**src/inc/wtc_pkg.sv**
```systemverilog
// Constants, register map and bus carrier types of the timeout watchdog
package wtc_pkg;

  // Time base
  localparam int CLK_PERIOD_NS = 4;
  localparam int TICK_TIME_US = 10240;
  localparam int TICK_CYCLES = (TICK_TIME_US * 1000) / CLK_PERIOD_NS; // 2560000 clocks

  // Counter layout
  localparam int CNT_W = 9;
  localparam logic [8:0] CNT_RESET = 9'h0ff;
  localparam logic [8:0] CNT_ZERO = 9'h000;
  localparam logic [8:0] CNT_ONE = 9'h001;
  localparam logic [8:0] CNT_STEP = 9'h001;
  localparam logic [8:0] CNT_MINUS1 = 9'h1ff;
  localparam logic [8:0] CNT_FLOOR = 9'h1f0;
  localparam int CNT_SIGN = 8;
  localparam int GUARD_LSB = 9;
  localparam int GUARD_MSB = 15;
  localparam logic [6:0] GUARD_CLEAR = 7'h00;

  // Register offsets (byte addresses)
  localparam logic [7:0] ADR_COUNT = 8'h00;
  localparam logic [7:0] ADR_CTRL = 8'h04;
  localparam logic [7:0] ADR_FRZ_SET = 8'h08;
  localparam logic [7:0] ADR_FRZ_CLR = 8'h0c;
  localparam logic [7:0] ADR_STATUS = 8'h10;
  localparam logic [7:0] ADR_MASK = 8'h14;

  // Field positions
  localparam int CTRL_DIRECT_BIT = 0;
  localparam int FRZ_BIT = 0;
  localparam int FRZ_HALT_BIT = 1;
  localparam int EVT_W = 3;
  localparam int EVT_NMI = 0;
  localparam int EVT_RST = 1;
  localparam int EVT_NEG = 2;
  localparam logic [2:0] EVT_NONE = 3'h0;
  localparam logic [3:0] SEL_ALL = 4'hf;
  localparam logic [31:0] DATA_ZERO = 32'h0000_0000;

  // Classic Wishbone request from the bus master
  typedef struct packed {
    logic cyc;
    logic stb;
    logic we;
    logic [7:0] adr;
    logic [3:0] sel;
    logic [31:0] dat;
  } wtc_wb_req_t;

  // Wishbone answer to the master
  typedef struct packed {
    logic ack;
    logic [31:0] dat;
  } wtc_wb_rsp_t;

endpackage

```
**src/hdl/wtc_top.sv**
```systemverilog
// Timeout watchdog: signed down counter, interrupt and reset request
//
// How it works
// - Each time base tick lowers the count by one unless the counter is frozen or written in that cycle.
// - Reset loads the count with 255, about 2.6 s of timeout.
// - In interrupt mode the count runs on below zero through the sign bit: 1, 0, 1ff, 1fe down to 1f1.
// - In interrupt mode reaching zero raises the interrupt and reaching -16 or less the reset.
// - In direct mode the reset fires as soon as the count is zero or below, with no interrupt.
// - The watchdog reset reloads the count to 255 and is a system reset only.
// - A core debug halt freezes the count, and software cannot stop that.
// - Writing one to the freeze set bit in interrupt mode freezes the count.
// - Writing one to the freeze clear bit lets the count run again unless a debug halt still freezes it.
// - The direct mode bit is set by software only and cleared only by system reset.
//
// The register offsets and the Wishbone register port were left to the implementer.
`timescale 1ns/10ps
module wtc_top
#(
  parameter int TICK_CYCLES = wtc_pkg::TICK_CYCLES
)
(
  input wire logic mclk,
  input wire logic rst_n,
  input wtc_pkg::wtc_wb_req_t wb_req,
  output wtc_pkg::wtc_wb_rsp_t wb_rsp,
  input wire logic dbg_halt,
  output logic nmi,
  output logic timeout_unit_rst,
  output logic irq
);

  logic tick;
  logic halted;
  logic [8:0] cnt;
  logic direct;
  logic frz_sw;
  logic [2:0] status;
  logic [2:0] mask;
  logic ack;
  logic [31:0] rdata;

  // Time base and debug halt input
  wtc_tick #(
    .TICK_CYCLES(TICK_CYCLES)
  ) u_tick (
    .mclk(mclk),
    .rst_n(rst_n),
    .tick(tick)
  );

  wtc_sync u_halt_sync (
    .mclk(mclk),
    .rst_n(rst_n),
    .async_in(dbg_halt),
    .sync_out(halted)
  );

  // Bus decode; writes land at the edge where ack is sampled high
  wire bus_req = wb_req.cyc && wb_req.stb;
  wire wr_fire = bus_req && wb_req.we && ack;
  wire lane0 = wb_req.sel[0];
  wire hit_count = (wb_req.adr == wtc_pkg::ADR_COUNT);
  wire hit_ctrl = (wb_req.adr == wtc_pkg::ADR_CTRL);
  wire hit_frz_set = (wb_req.adr == wtc_pkg::ADR_FRZ_SET);
  wire hit_frz_clr = (wb_req.adr == wtc_pkg::ADR_FRZ_CLR);
  wire hit_status = (wb_req.adr == wtc_pkg::ADR_STATUS);
  wire hit_mask = (wb_req.adr == wtc_pkg::ADR_MASK);
  wire [6:0] guard = wb_req.dat[wtc_pkg::GUARD_MSB:wtc_pkg::GUARD_LSB];

  // Count write needs all lanes and a clear guard field
  wire cnt_wr_try = wr_fire && hit_count && (wb_req.sel == wtc_pkg::SEL_ALL);
  wire cnt_wr = cnt_wr_try && (guard == wtc_pkg::GUARD_CLEAR);
  wire ctrl_wr = wr_fire && hit_ctrl && lane0;
  wire frz_set_wr = wr_fire && hit_frz_set && lane0;
  wire frz_clr_wr = wr_fire && hit_frz_clr && lane0;
  wire status_wr = wr_fire && hit_status && lane0;
  wire mask_wr = wr_fire && hit_mask && lane0;

  // Freeze sources: debug halt cannot be masked by software
  wire frozen = halted || frz_sw;

  // Decrement decision and the events it produces
  wire dec = tick && !frozen && !cnt_wr;
  wire [8:0] cnt_dec = cnt - wtc_pkg::CNT_STEP;
  wire dec_zero = (cnt_dec == wtc_pkg::CNT_ZERO);
  wire dec_neg = cnt_dec[wtc_pkg::CNT_SIGN];
  wire dec_floor = dec_neg && (cnt_dec <= wtc_pkg::CNT_FLOOR);
  wire nmi_evt = dec && !direct && dec_zero;
  wire rst_mode = direct ? (dec_zero || dec_neg) : dec_floor;
  wire rst_evt = dec && rst_mode;
  wire neg_evt = dec && dec_neg && !cnt[wtc_pkg::CNT_SIGN];
  wire [2:0] events = {neg_evt, rst_evt, nmi_evt};

  // Next count: watchdog reset reload, then software write, then decrement
  wire [8:0] next_cnt = rst_evt ? wtc_pkg::CNT_RESET :
                        cnt_wr ? wb_req.dat[8:0] :
                        dec ? cnt_dec : cnt;

  // Timeout counter
  always_ff @(posedge mclk)
  begin
    if (!rst_n)
    begin
      cnt <= wtc_pkg::CNT_RESET;
    end
    else
    begin
      cnt <= next_cnt;
    end
  end

  // Direct mode bit: write one sets it, only reset clears it
  always_ff @(posedge mclk)
  begin
    if (!rst_n)
    begin
      direct <= 1'b0;
    end
    else if (ctrl_wr && wb_req.dat[wtc_pkg::CTRL_DIRECT_BIT])
    begin
      direct <= 1'b1;
    end
  end

  // Software freeze, set only in interrupt mode
  wire frz_set = frz_set_wr && wb_req.dat[wtc_pkg::FRZ_BIT] && !direct;
  wire frz_clr = frz_clr_wr && wb_req.dat[wtc_pkg::FRZ_BIT];

  always_ff @(posedge mclk)
  begin
    if (!rst_n)
    begin
      frz_sw <= 1'b0;
    end
    else if (frz_set)
    begin
      frz_sw <= 1'b1;
    end
    else if (frz_clr)
    begin
      frz_sw <= 1'b0;
    end
  end

  // Sticky status, write one to clear, new event wins
  wire [2:0] st_clr = status_wr ? wb_req.dat[2:0] : wtc_pkg::EVT_NONE;
  wire [2:0] next_status = (status & ~st_clr) | events;

  always_ff @(posedge mclk)
  begin
    if (!rst_n)
    begin
      status <= wtc_pkg::EVT_NONE;
      mask <= wtc_pkg::EVT_NONE;
    end
    else
    begin
      status <= next_status;
      if (mask_wr)
      begin
        mask <= wb_req.dat[2:0];
      end
    end
  end

  // Event outputs: nmi and reset are one-cycle pulses from flip-flops; irq is a combinational level of status and mask
  always_ff @(posedge mclk)
  begin
    if (!rst_n)
    begin
      nmi <= 1'b0;
      timeout_unit_rst <= 1'b0;
    end
    else
    begin
      nmi <= nmi_evt;
      timeout_unit_rst <= rst_evt;
    end
  end

  assign irq = |(status & mask);

  // Read mux; unmapped offsets read zero
  wire [31:0] rd_count = {23'h000000, cnt};
  wire [31:0] rd_ctrl = {31'h00000000, direct};
  wire [31:0] rd_frz = {30'h00000000, halted, frz_sw};
  wire [31:0] rd_status = {29'h00000000, status};
  wire [31:0] rd_mask = {29'h00000000, mask};
  wire [31:0] next_rdata = hit_count ? rd_count :
                           hit_ctrl ? rd_ctrl :
                           (hit_frz_set || hit_frz_clr) ? rd_frz :
                           hit_status ? rd_status :
                           hit_mask ? rd_mask : wtc_pkg::DATA_ZERO;

  // Ack one cycle after the request, dropped the cycle after
  always_ff @(posedge mclk)
  begin
    if (!rst_n)
    begin
      ack <= 1'b0;
      rdata <= wtc_pkg::DATA_ZERO;
    end
    else
    begin
      ack <= bus_req && !ack;
      if (bus_req && !ack)
      begin
        rdata <= next_rdata;
      end
    end
  end

  assign wb_rsp.ack = ack;
  assign wb_rsp.dat = rdata;

  // Checks on the counter and its events
  a_reset_reload: assert property (@(posedge mclk) disable iff (!rst_n)
    rst_evt |=> (cnt == wtc_pkg::CNT_RESET) && timeout_unit_rst)
    else $error("watchdog reset did not reload the count");

  a_tick_step: assert property (@(posedge mclk) disable iff (!rst_n)
    (tick && !frozen && !cnt_wr && !rst_evt) |=> (cnt == $past(cnt) - wtc_pkg::CNT_STEP))
    else $error("count did not step down on a tick");

  a_freeze_hold: assert property (@(posedge mclk) disable iff (!rst_n)
    (frozen && !cnt_wr) |=> (cnt == $past(cnt)) && !nmi && !timeout_unit_rst)
    else $error("frozen count moved or raised an event");

  a_sign_wrap: assert property (@(posedge mclk) disable iff (!rst_n)
    (dec && !direct && cnt == wtc_pkg::CNT_ZERO) |=> (cnt == wtc_pkg::CNT_MINUS1))
    else $error("count did not wrap into the sign bit");

  a_nmi_at_zero: assert property (@(posedge mclk) disable iff (!rst_n)
    (dec && !direct && cnt == wtc_pkg::CNT_ONE) |=>
      nmi && !timeout_unit_rst && (cnt == wtc_pkg::CNT_ZERO))
    else $error("interrupt missing at zero");

  a_rst_floor: assert property (@(posedge mclk) disable iff (!rst_n)
    (dec && !direct && cnt == (wtc_pkg::CNT_FLOOR + wtc_pkg::CNT_STEP)) |=>
      timeout_unit_rst && !nmi)
    else $error("reset missing at minus sixteen");

  a_rst_direct: assert property (@(posedge mclk) disable iff (!rst_n)
    (dec && direct && cnt == wtc_pkg::CNT_ONE) |=> timeout_unit_rst ##1 !timeout_unit_rst)
    else $error("direct mode reset missing at zero");

  a_direct_sticky: assert property (@(posedge mclk) disable iff (!rst_n)
    direct |=> direct)
    else $error("direct mode bit cleared without reset");

  a_guard_block: assert property (@(posedge mclk) disable iff (!rst_n)
    (cnt_wr_try && guard != wtc_pkg::GUARD_CLEAR && !tick) |=> (cnt == $past(cnt)))
    else $error("guarded count write was taken");

  a_freeze_set: assert property (@(posedge mclk) disable iff (!rst_n)
    (frz_set_wr && wb_req.dat[wtc_pkg::FRZ_BIT] && !direct) |=> frz_sw [*2])
    else $error("software freeze not taken");

  a_freeze_clear: assert property (@(posedge mclk) disable iff (!rst_n)
    (frz_clr_wr && wb_req.dat[wtc_pkg::FRZ_BIT] && !frz_set) |=> !frz_sw)
    else $error("software freeze not released");

  a_freeze_direct: assert property (@(posedge mclk) disable iff (!rst_n)
    (frz_set_wr && direct && !frz_sw) |=> !frz_sw)
    else $error("freeze taken in direct mode");

  a_count_write: assert property (@(posedge mclk) disable iff (!rst_n)
    cnt_wr |=> (cnt == $past(wb_req.dat[8:0])))
    else $error("clean count write not taken");

  a_direct_no_nmi: assert property (@(posedge mclk) disable iff (!rst_n)
    direct |=> !nmi)
    else $error("interrupt raised in direct mode");

  a_direct_neg_rst: assert property (@(posedge mclk) disable iff (!rst_n)
    (dec && direct && dec_neg) |=> timeout_unit_rst && (cnt == wtc_pkg::CNT_RESET))
    else $error("direct mode reset missing below zero");

  a_rst_pulse: assert property (@(posedge mclk) disable iff (!rst_n)
    timeout_unit_rst |=> !timeout_unit_rst)
    else $error("watchdog reset longer than one cycle");

  // Checks on the status flags and the bus answer
  a_status_nmi: assert property (@(posedge mclk) disable iff (!rst_n)
    nmi_evt |=> status[wtc_pkg::EVT_NMI])
    else $error("interrupt event not recorded");

  a_status_neg: assert property (@(posedge mclk) disable iff (!rst_n)
    neg_evt |=> status[wtc_pkg::EVT_NEG])
    else $error("negative count event not recorded");

  a_ack_answer: assert property (@(posedge mclk) disable iff (!rst_n)
    (bus_req && !ack) |=> ack)
    else $error("bus request not answered");

  a_ack_single: assert property (@(posedge mclk) disable iff (!rst_n)
    ack |=> !ack)
    else $error("ack held longer than one cycle");

  a_unmapped_zero: assert property (@(posedge mclk) disable iff (!rst_n)
    (bus_req && !ack && !hit_count && !hit_ctrl && !hit_frz_set && !hit_frz_clr &&
      !hit_status && !hit_mask) |=> (wb_rsp.dat == wtc_pkg::DATA_ZERO))
    else $error("unmapped read returned data");

endmodule

```
**src/hdl/wtc_sync.sv**
```systemverilog
// Three-stage synchroniser with agreement filter for an outside level
`timescale 1ns/10ps
module wtc_sync
(
  input wire logic mclk,
  input wire logic rst_n,
  input wire logic async_in,
  output logic sync_out
);

  logic stage1;
  logic stage2;
  logic stage3;

  // Shift chain; output follows only when stages two and three agree
  always_ff @(posedge mclk)
  begin
    if (!rst_n)
    begin
      stage1 <= 1'b0;
      stage2 <= 1'b0;
      stage3 <= 1'b0;
      sync_out <= 1'b0;
    end
    else
    begin
      stage1 <= async_in;
      stage2 <= stage1;
      stage3 <= stage2;
      if (stage2 == stage3)
      begin
        sync_out <= stage3;
      end
    end
  end

endmodule

```
**src/hdl/wtc_tick.sv**
```systemverilog
// Free-running divider producing the watchdog time base strobe
`timescale 1ns/10ps
module wtc_tick
#(
  parameter int TICK_CYCLES = wtc_pkg::TICK_CYCLES
)
(
  input wire logic mclk,
  input wire logic rst_n,
  output logic tick
);

  localparam logic [31:0] LAST = 32'(TICK_CYCLES - 1);

  logic [31:0] count;
  logic at_last;

  assign at_last = (count == LAST);

  // Count cycles and pulse once per period
  always_ff @(posedge mclk)
  begin
    if (!rst_n)
    begin
      count <= 32'h0000_0000;
      tick <= 1'b0;
    end
    else
    begin
      count <= at_last ? 32'h0000_0000 : count + 32'h0000_0001;
      tick <= at_last;
    end
  end

endmodule

```
**config.mk**
```make
export PLATFORM = sky130hd
export DESIGN_NAME = wtc_top
export DESIGN_NICKNAME = d
export VERILOG_FILES = /design/src/inc/wtc_pkg.sv /design/src/hdl/wtc_top.sv /design/src/hdl/wtc_sync.sv /design/src/hdl/wtc_tick.sv
export SDC_FILE = /design/constraint.sdc
export NUM_CORES = 1
export LEC_CHECK = 0
export BUFFER_PORTS_ARGS = -buffer_cell sky130_fd_sc_hd__buf_2
export CAP_MARGIN = 15
export CORE_MARGIN = 5
export CORE_UTILIZATION = 55
export CTS_BUF_LIST = sky130_fd_sc_hd__clkbuf_2 sky130_fd_sc_hd__clkbuf_4 sky130_fd_sc_hd__clkbuf_8
export CTS_CLUSTER_SIZE = 30
export DETAILED_ROUTE_END_ITERATION = 8
export GPL_ROUTABILITY_DRIVEN = 0
export PLACE_DENSITY = 0.91
export RECOVER_POWER = 50
export SYNTH_ARGS = -nofsm -noshare
export SYNTH_HDL_FRONTEND = slang
export SYNTH_SLANG_ARGS = --single-unit
```
**constraint.sdc**
```tcl
create_clock -name mclk -period 3.3 [get_ports mclk]
set_clock_uncertainty 0.05 [all_clocks]
set_input_delay 0.165 -clock mclk [delete_from_list [all_inputs] [get_ports mclk]]
set_output_delay 0.165 -clock mclk [all_outputs]
set_load 0.05 [all_outputs]
```
==> flow_summary_export.csv <==
group,metric,value,unit
logic_synthesis,synth_area_leaders,"dfxtp_1 39%, xor2_1 6.5%, buf_4 5.6%, nor2_1 5.4%, nand2_1 4.7%",
sta,max_clock_freq,359,MHz
logic_synthesis,syn_area,3350,um2
worst_setup_path,slowest_stage,"clkbuf_1",
drt,drcViolationCount,0,
sta,period_minus_slack,2.78,ns
floorplanning,die_area,7760,um2
sta,setup_viol,0,
placed_design,port_buffers,46,
final_layout,num-fill-cells,509,
power_and_ir_drop,vdd_ir_drop_max,0.310,mV
sta,finalSetupTns,0,ns
worst_setup_path,crit_buf_inv,1,
final_layout,nets,494,
clocking,cts_tree,"done",
worst_setup_path,r2r-end,"u_tick.count[28]",
final_layout,syn_to_final_growth,11.2,%
placed_design,placed_cell_area,3520,um2
global_route,grt_overflow,0,
logic_synthesis,ys_ff_latch,66,
logic_synthesis,synthCells,401,
placed_design,dpl.hpwl,5550,um
logic_synthesis,synthAdderAreaFrac,0.0112,
drt,finalWirelength,7570,um
logic_synthesis,synthFlopType,"dfxtp_1",
flow_run,drv_cap,0,
logic_synthesis,synth_compound_area_frac,0.107,
hold_path,hold_depth,3,
global_route,grt_pass1_wl,12400,um
worst_setup_path,crit_chain,"ha_1, and2_0, and4_1, and3_1, nand2b_1, clkbuf_1, nor2_1",
drt,drt_first_pass_iters,4,
floorplanning,rows,28,
drt,drtIter0Drc,151,
logic_synthesis,yosys.area_share.simple,0.290,
global_route,gr-usage-all-layers,0.204,
logic_synthesis,muxShareOfSynthArea,0.00299,
sta,tightest_slew,1.31,ns
drt,num_vias,2900,
power_and_ir_drop,p_sw_frac,0.253,
logic_synthesis,synth_edf_count,0,
worst_setup_path,reg2reg_depth,7,
run_status,status,"complete, no violations",
logic_synthesis,synth_xor_area_frac,0.105,
power_and_ir_drop,leakagePower,1.44,nW
clocking,clockRootBuffer,"clkbuf_8",
hold_path,whs_endpoint,"cnt[6]",
power_and_ir_drop,p_int,1.22,mW
worst_setup_path,slowest_delay,0.96,ns
sta,maxSlewViolCount,0,
worst_setup_path,crit_fanout,31,
logic_synthesis,ys_seq_area_frac,0.394,
hold_path,hold_start,"wb_req[6]",
sta,finalHoldViolCount,0,
floorplanning,fp.dieH,88.1,um
clocking,clock_sinks,66,
power_and_ir_drop,clock_power_share,0.423,
logic_synthesis,synth_top_area_cell,"dfxtp_1",
clocking,clk_path_buf_depth,2,
floorplanning,die_w,88.1,um
worst_setup_path,cp-start-kind,"register",
final_layout,drive_gt1_frac,0.128,
final_layout,fin_area,3730,um2
sta,period_share,0.843,
power_and_ir_drop,netSwitchingPower,0.413,mW
logic_synthesis,yosys_warnings,0,
worst_setup_path,worstPathRequired,3.42,ns
drt,ant_nets,0,
worst_setup_path,rrSetupSlack,0.52,ns
worst_setup_path,endpoint_kind,"register",
clocking,clkLatencyLatePin,0.35,ns
floorplanning,core,5920,um2
clocking,cts_resized,0,
logic_synthesis,yosysUniqueCellTypes,54,
logic_synthesis,synth_top_family_by_area,"simple AND/OR/NAND/NOR gates",
logic_synthesis,async_reset_ff_frac,0,
global_route,grt_max_degree,32,
sta,rsz0062_at_grt,"false",
global_route,grt_pass1_vias,2776,
clocking,cts.htree.levels,3,
worst_setup_path,arrival,2.90,ns
worst_setup_path,rr_startpoint,"u_tick.count[0]",
worst_setup_path,crit_family,"buffers and inverters",
drt,drt-vias-per-instance,5.57,
global_route,antenna_found_initial,0,
logic_synthesis,syn_area_per_cell,8.36,um2
sta,maxSlewHeadroom,0.128,
worst_setup_path,critPathKind,"register to register",
clocking,clk_pin_slew_worst_paths,0.07,ns
power_and_ir_drop,pwr-share-seq,0.497,
floorplanning,ios,86,
clocking,cts_buffers,9,
drt,wl_per_cell,14.5,um
worst_setup_path,cp-startpoint,"u_tick.count[0]",
logic_synthesis,synth_top_area_share,0.394,
sta,whs,0.0249,ns
power_and_ir_drop,pwr-share-comb,0.081,
hold_path,hold_class,"input pin to register",
floorplanning,initial_core_util,0.566,
power_and_ir_drop,pwr_density_cell,437,nW/um2
final_layout,antennaDiodeCount,0,
## worst register-to-register path, cell delays in order, from the launching register on
cell	delay, ns
dfxtp_1	0.40
ha_1	0.24
and2_0	0.16
and4_1	0.35
and3_1	0.22
nand2b_1	0.10
clkbuf_1	0.96
nor2_1	0.14
## logic make-up (layout without fill, tap and decap cells)
logic type,after synthesis,after routing
other,1,23
AO/OA/AOI/OAI,50,50
buffers and inverters,54,77
adder cells (fa/ha/maj),3,3
AND/OR/NAND/NOR,186,186
XOR/XNOR,40,40
multiplexers,1,1
flip-flops,66,66
## registers in the layout, summed over array words and instances (netlist names)
signal / cells
u_halt_sync.stage3: 1
u_halt_sync.stage1: 1
ack: 1
u_tick.count: 32
rdata: 9
u_halt_sync.stage2: 1
frz_sw: 1
status: 3
u_tick.tick: 1
cnt: 9
mask: 3
nmi: 1
timeout_unit_rst: 1
direct: 1
u_halt_sync.sync_out: 1
## final cells by class
cell class,count,area (um2),area share
Timing Repair Buffer,52,260,0.0698
Clock buffer,11,151,0.0406
Sequential cell,66,1320,0.354
Clock inverter,5,52.6,0.0141
Tap cell,75,93.8,0.0252
Multi-Input combinational cell,303,1810,0.487
Inverter,9,33.8,0.00906
## Yosys cell counts (4+ instances only)
| master | count |
|---|---|
| buf_4 | 25 |
| o21ai_0 | 11 |
| a21oi_1 | 12 |
| xor2_1 | 25 |
| dfxtp_1 | 66 |
| nand4_1 | 9 |
| a22oi_1 | 4 |
| nor4b_1 | 4 |
| clkbuf_1 | 18 |
| and3_1 | 9 |
| nand3_1 | 25 |
| and2_1 | 12 |
| nor2_1 | 48 |
| nand2_1 | 42 |
| xnor2_1 | 15 |
| inv_1 | 8 |
| nor4_1 | 10 |
| and4_1 | 5 |
## layout by cell type, fill, tap and decap left out, types with 12 or more instances in the layout
cell type  synthesis  layout
conb_1             1      23
clkbuf_1          18      16
xnor2_1           15      15
nand2_1           42      42
dfxtp_1           66      66
nand3_1           25      25
xor2_1            25      25
a21oi_1           12      12
nor2_1            48      48
buf_2              2      31
## power by group through the flow
stage / Clock [mW] / Sequential [mW] / Combinational [mW]
5_1_grt: 0.741 / 0.810 / 0.140
2_1_floorplan: 0 / 0.834 / 0.109
4_1_cts: 0.702 / 0.809 / 0.132
3_5_place_dp: 0 / 0.827 / 0.129
6_report: 0.689 / 0.809 / 0.131
3_3_place_gp: 0 / 0.827 / 0.126
## per-layer routing
metal  track usage  routed length [um]
met1         0.238                3040
met3        0.0659                 563
met2         0.340                3780
met5             0                   0
met4        0.0962                 174
## metrics by stage
stage	worst slack, ns	std cells	util	power, mW
floorplan	0.816	423	-	0.943
global placement	0.725	502	0.594	0.953
detailed placement	0.680	502	0.594	0.956
CTS	0.644	521	0.633	1.64
global route	0.214	521	0.630	1.69
finish	0.517	521	0.630	1.63
## worst max-delay path by stage
stage,to,slack (ns),cells past startpoint
detailed placement,cnt[8],0.68,8
global placement,cnt[8],0.72,8
global route,u_tick.count[22],0.21,7
floorplan,cnt[8],0.82,9
CTS,cnt[8],0.64,8
finish,u_tick.count[28],0.52,7
## timing repair
action,4_1_cts,5_1_grt
hold buffers,3,0
endpoints found under the hold margin,3,0
setup buffers,0,0
setup endpoints to repair,0,0
Power figures use the tool's default switching activity.
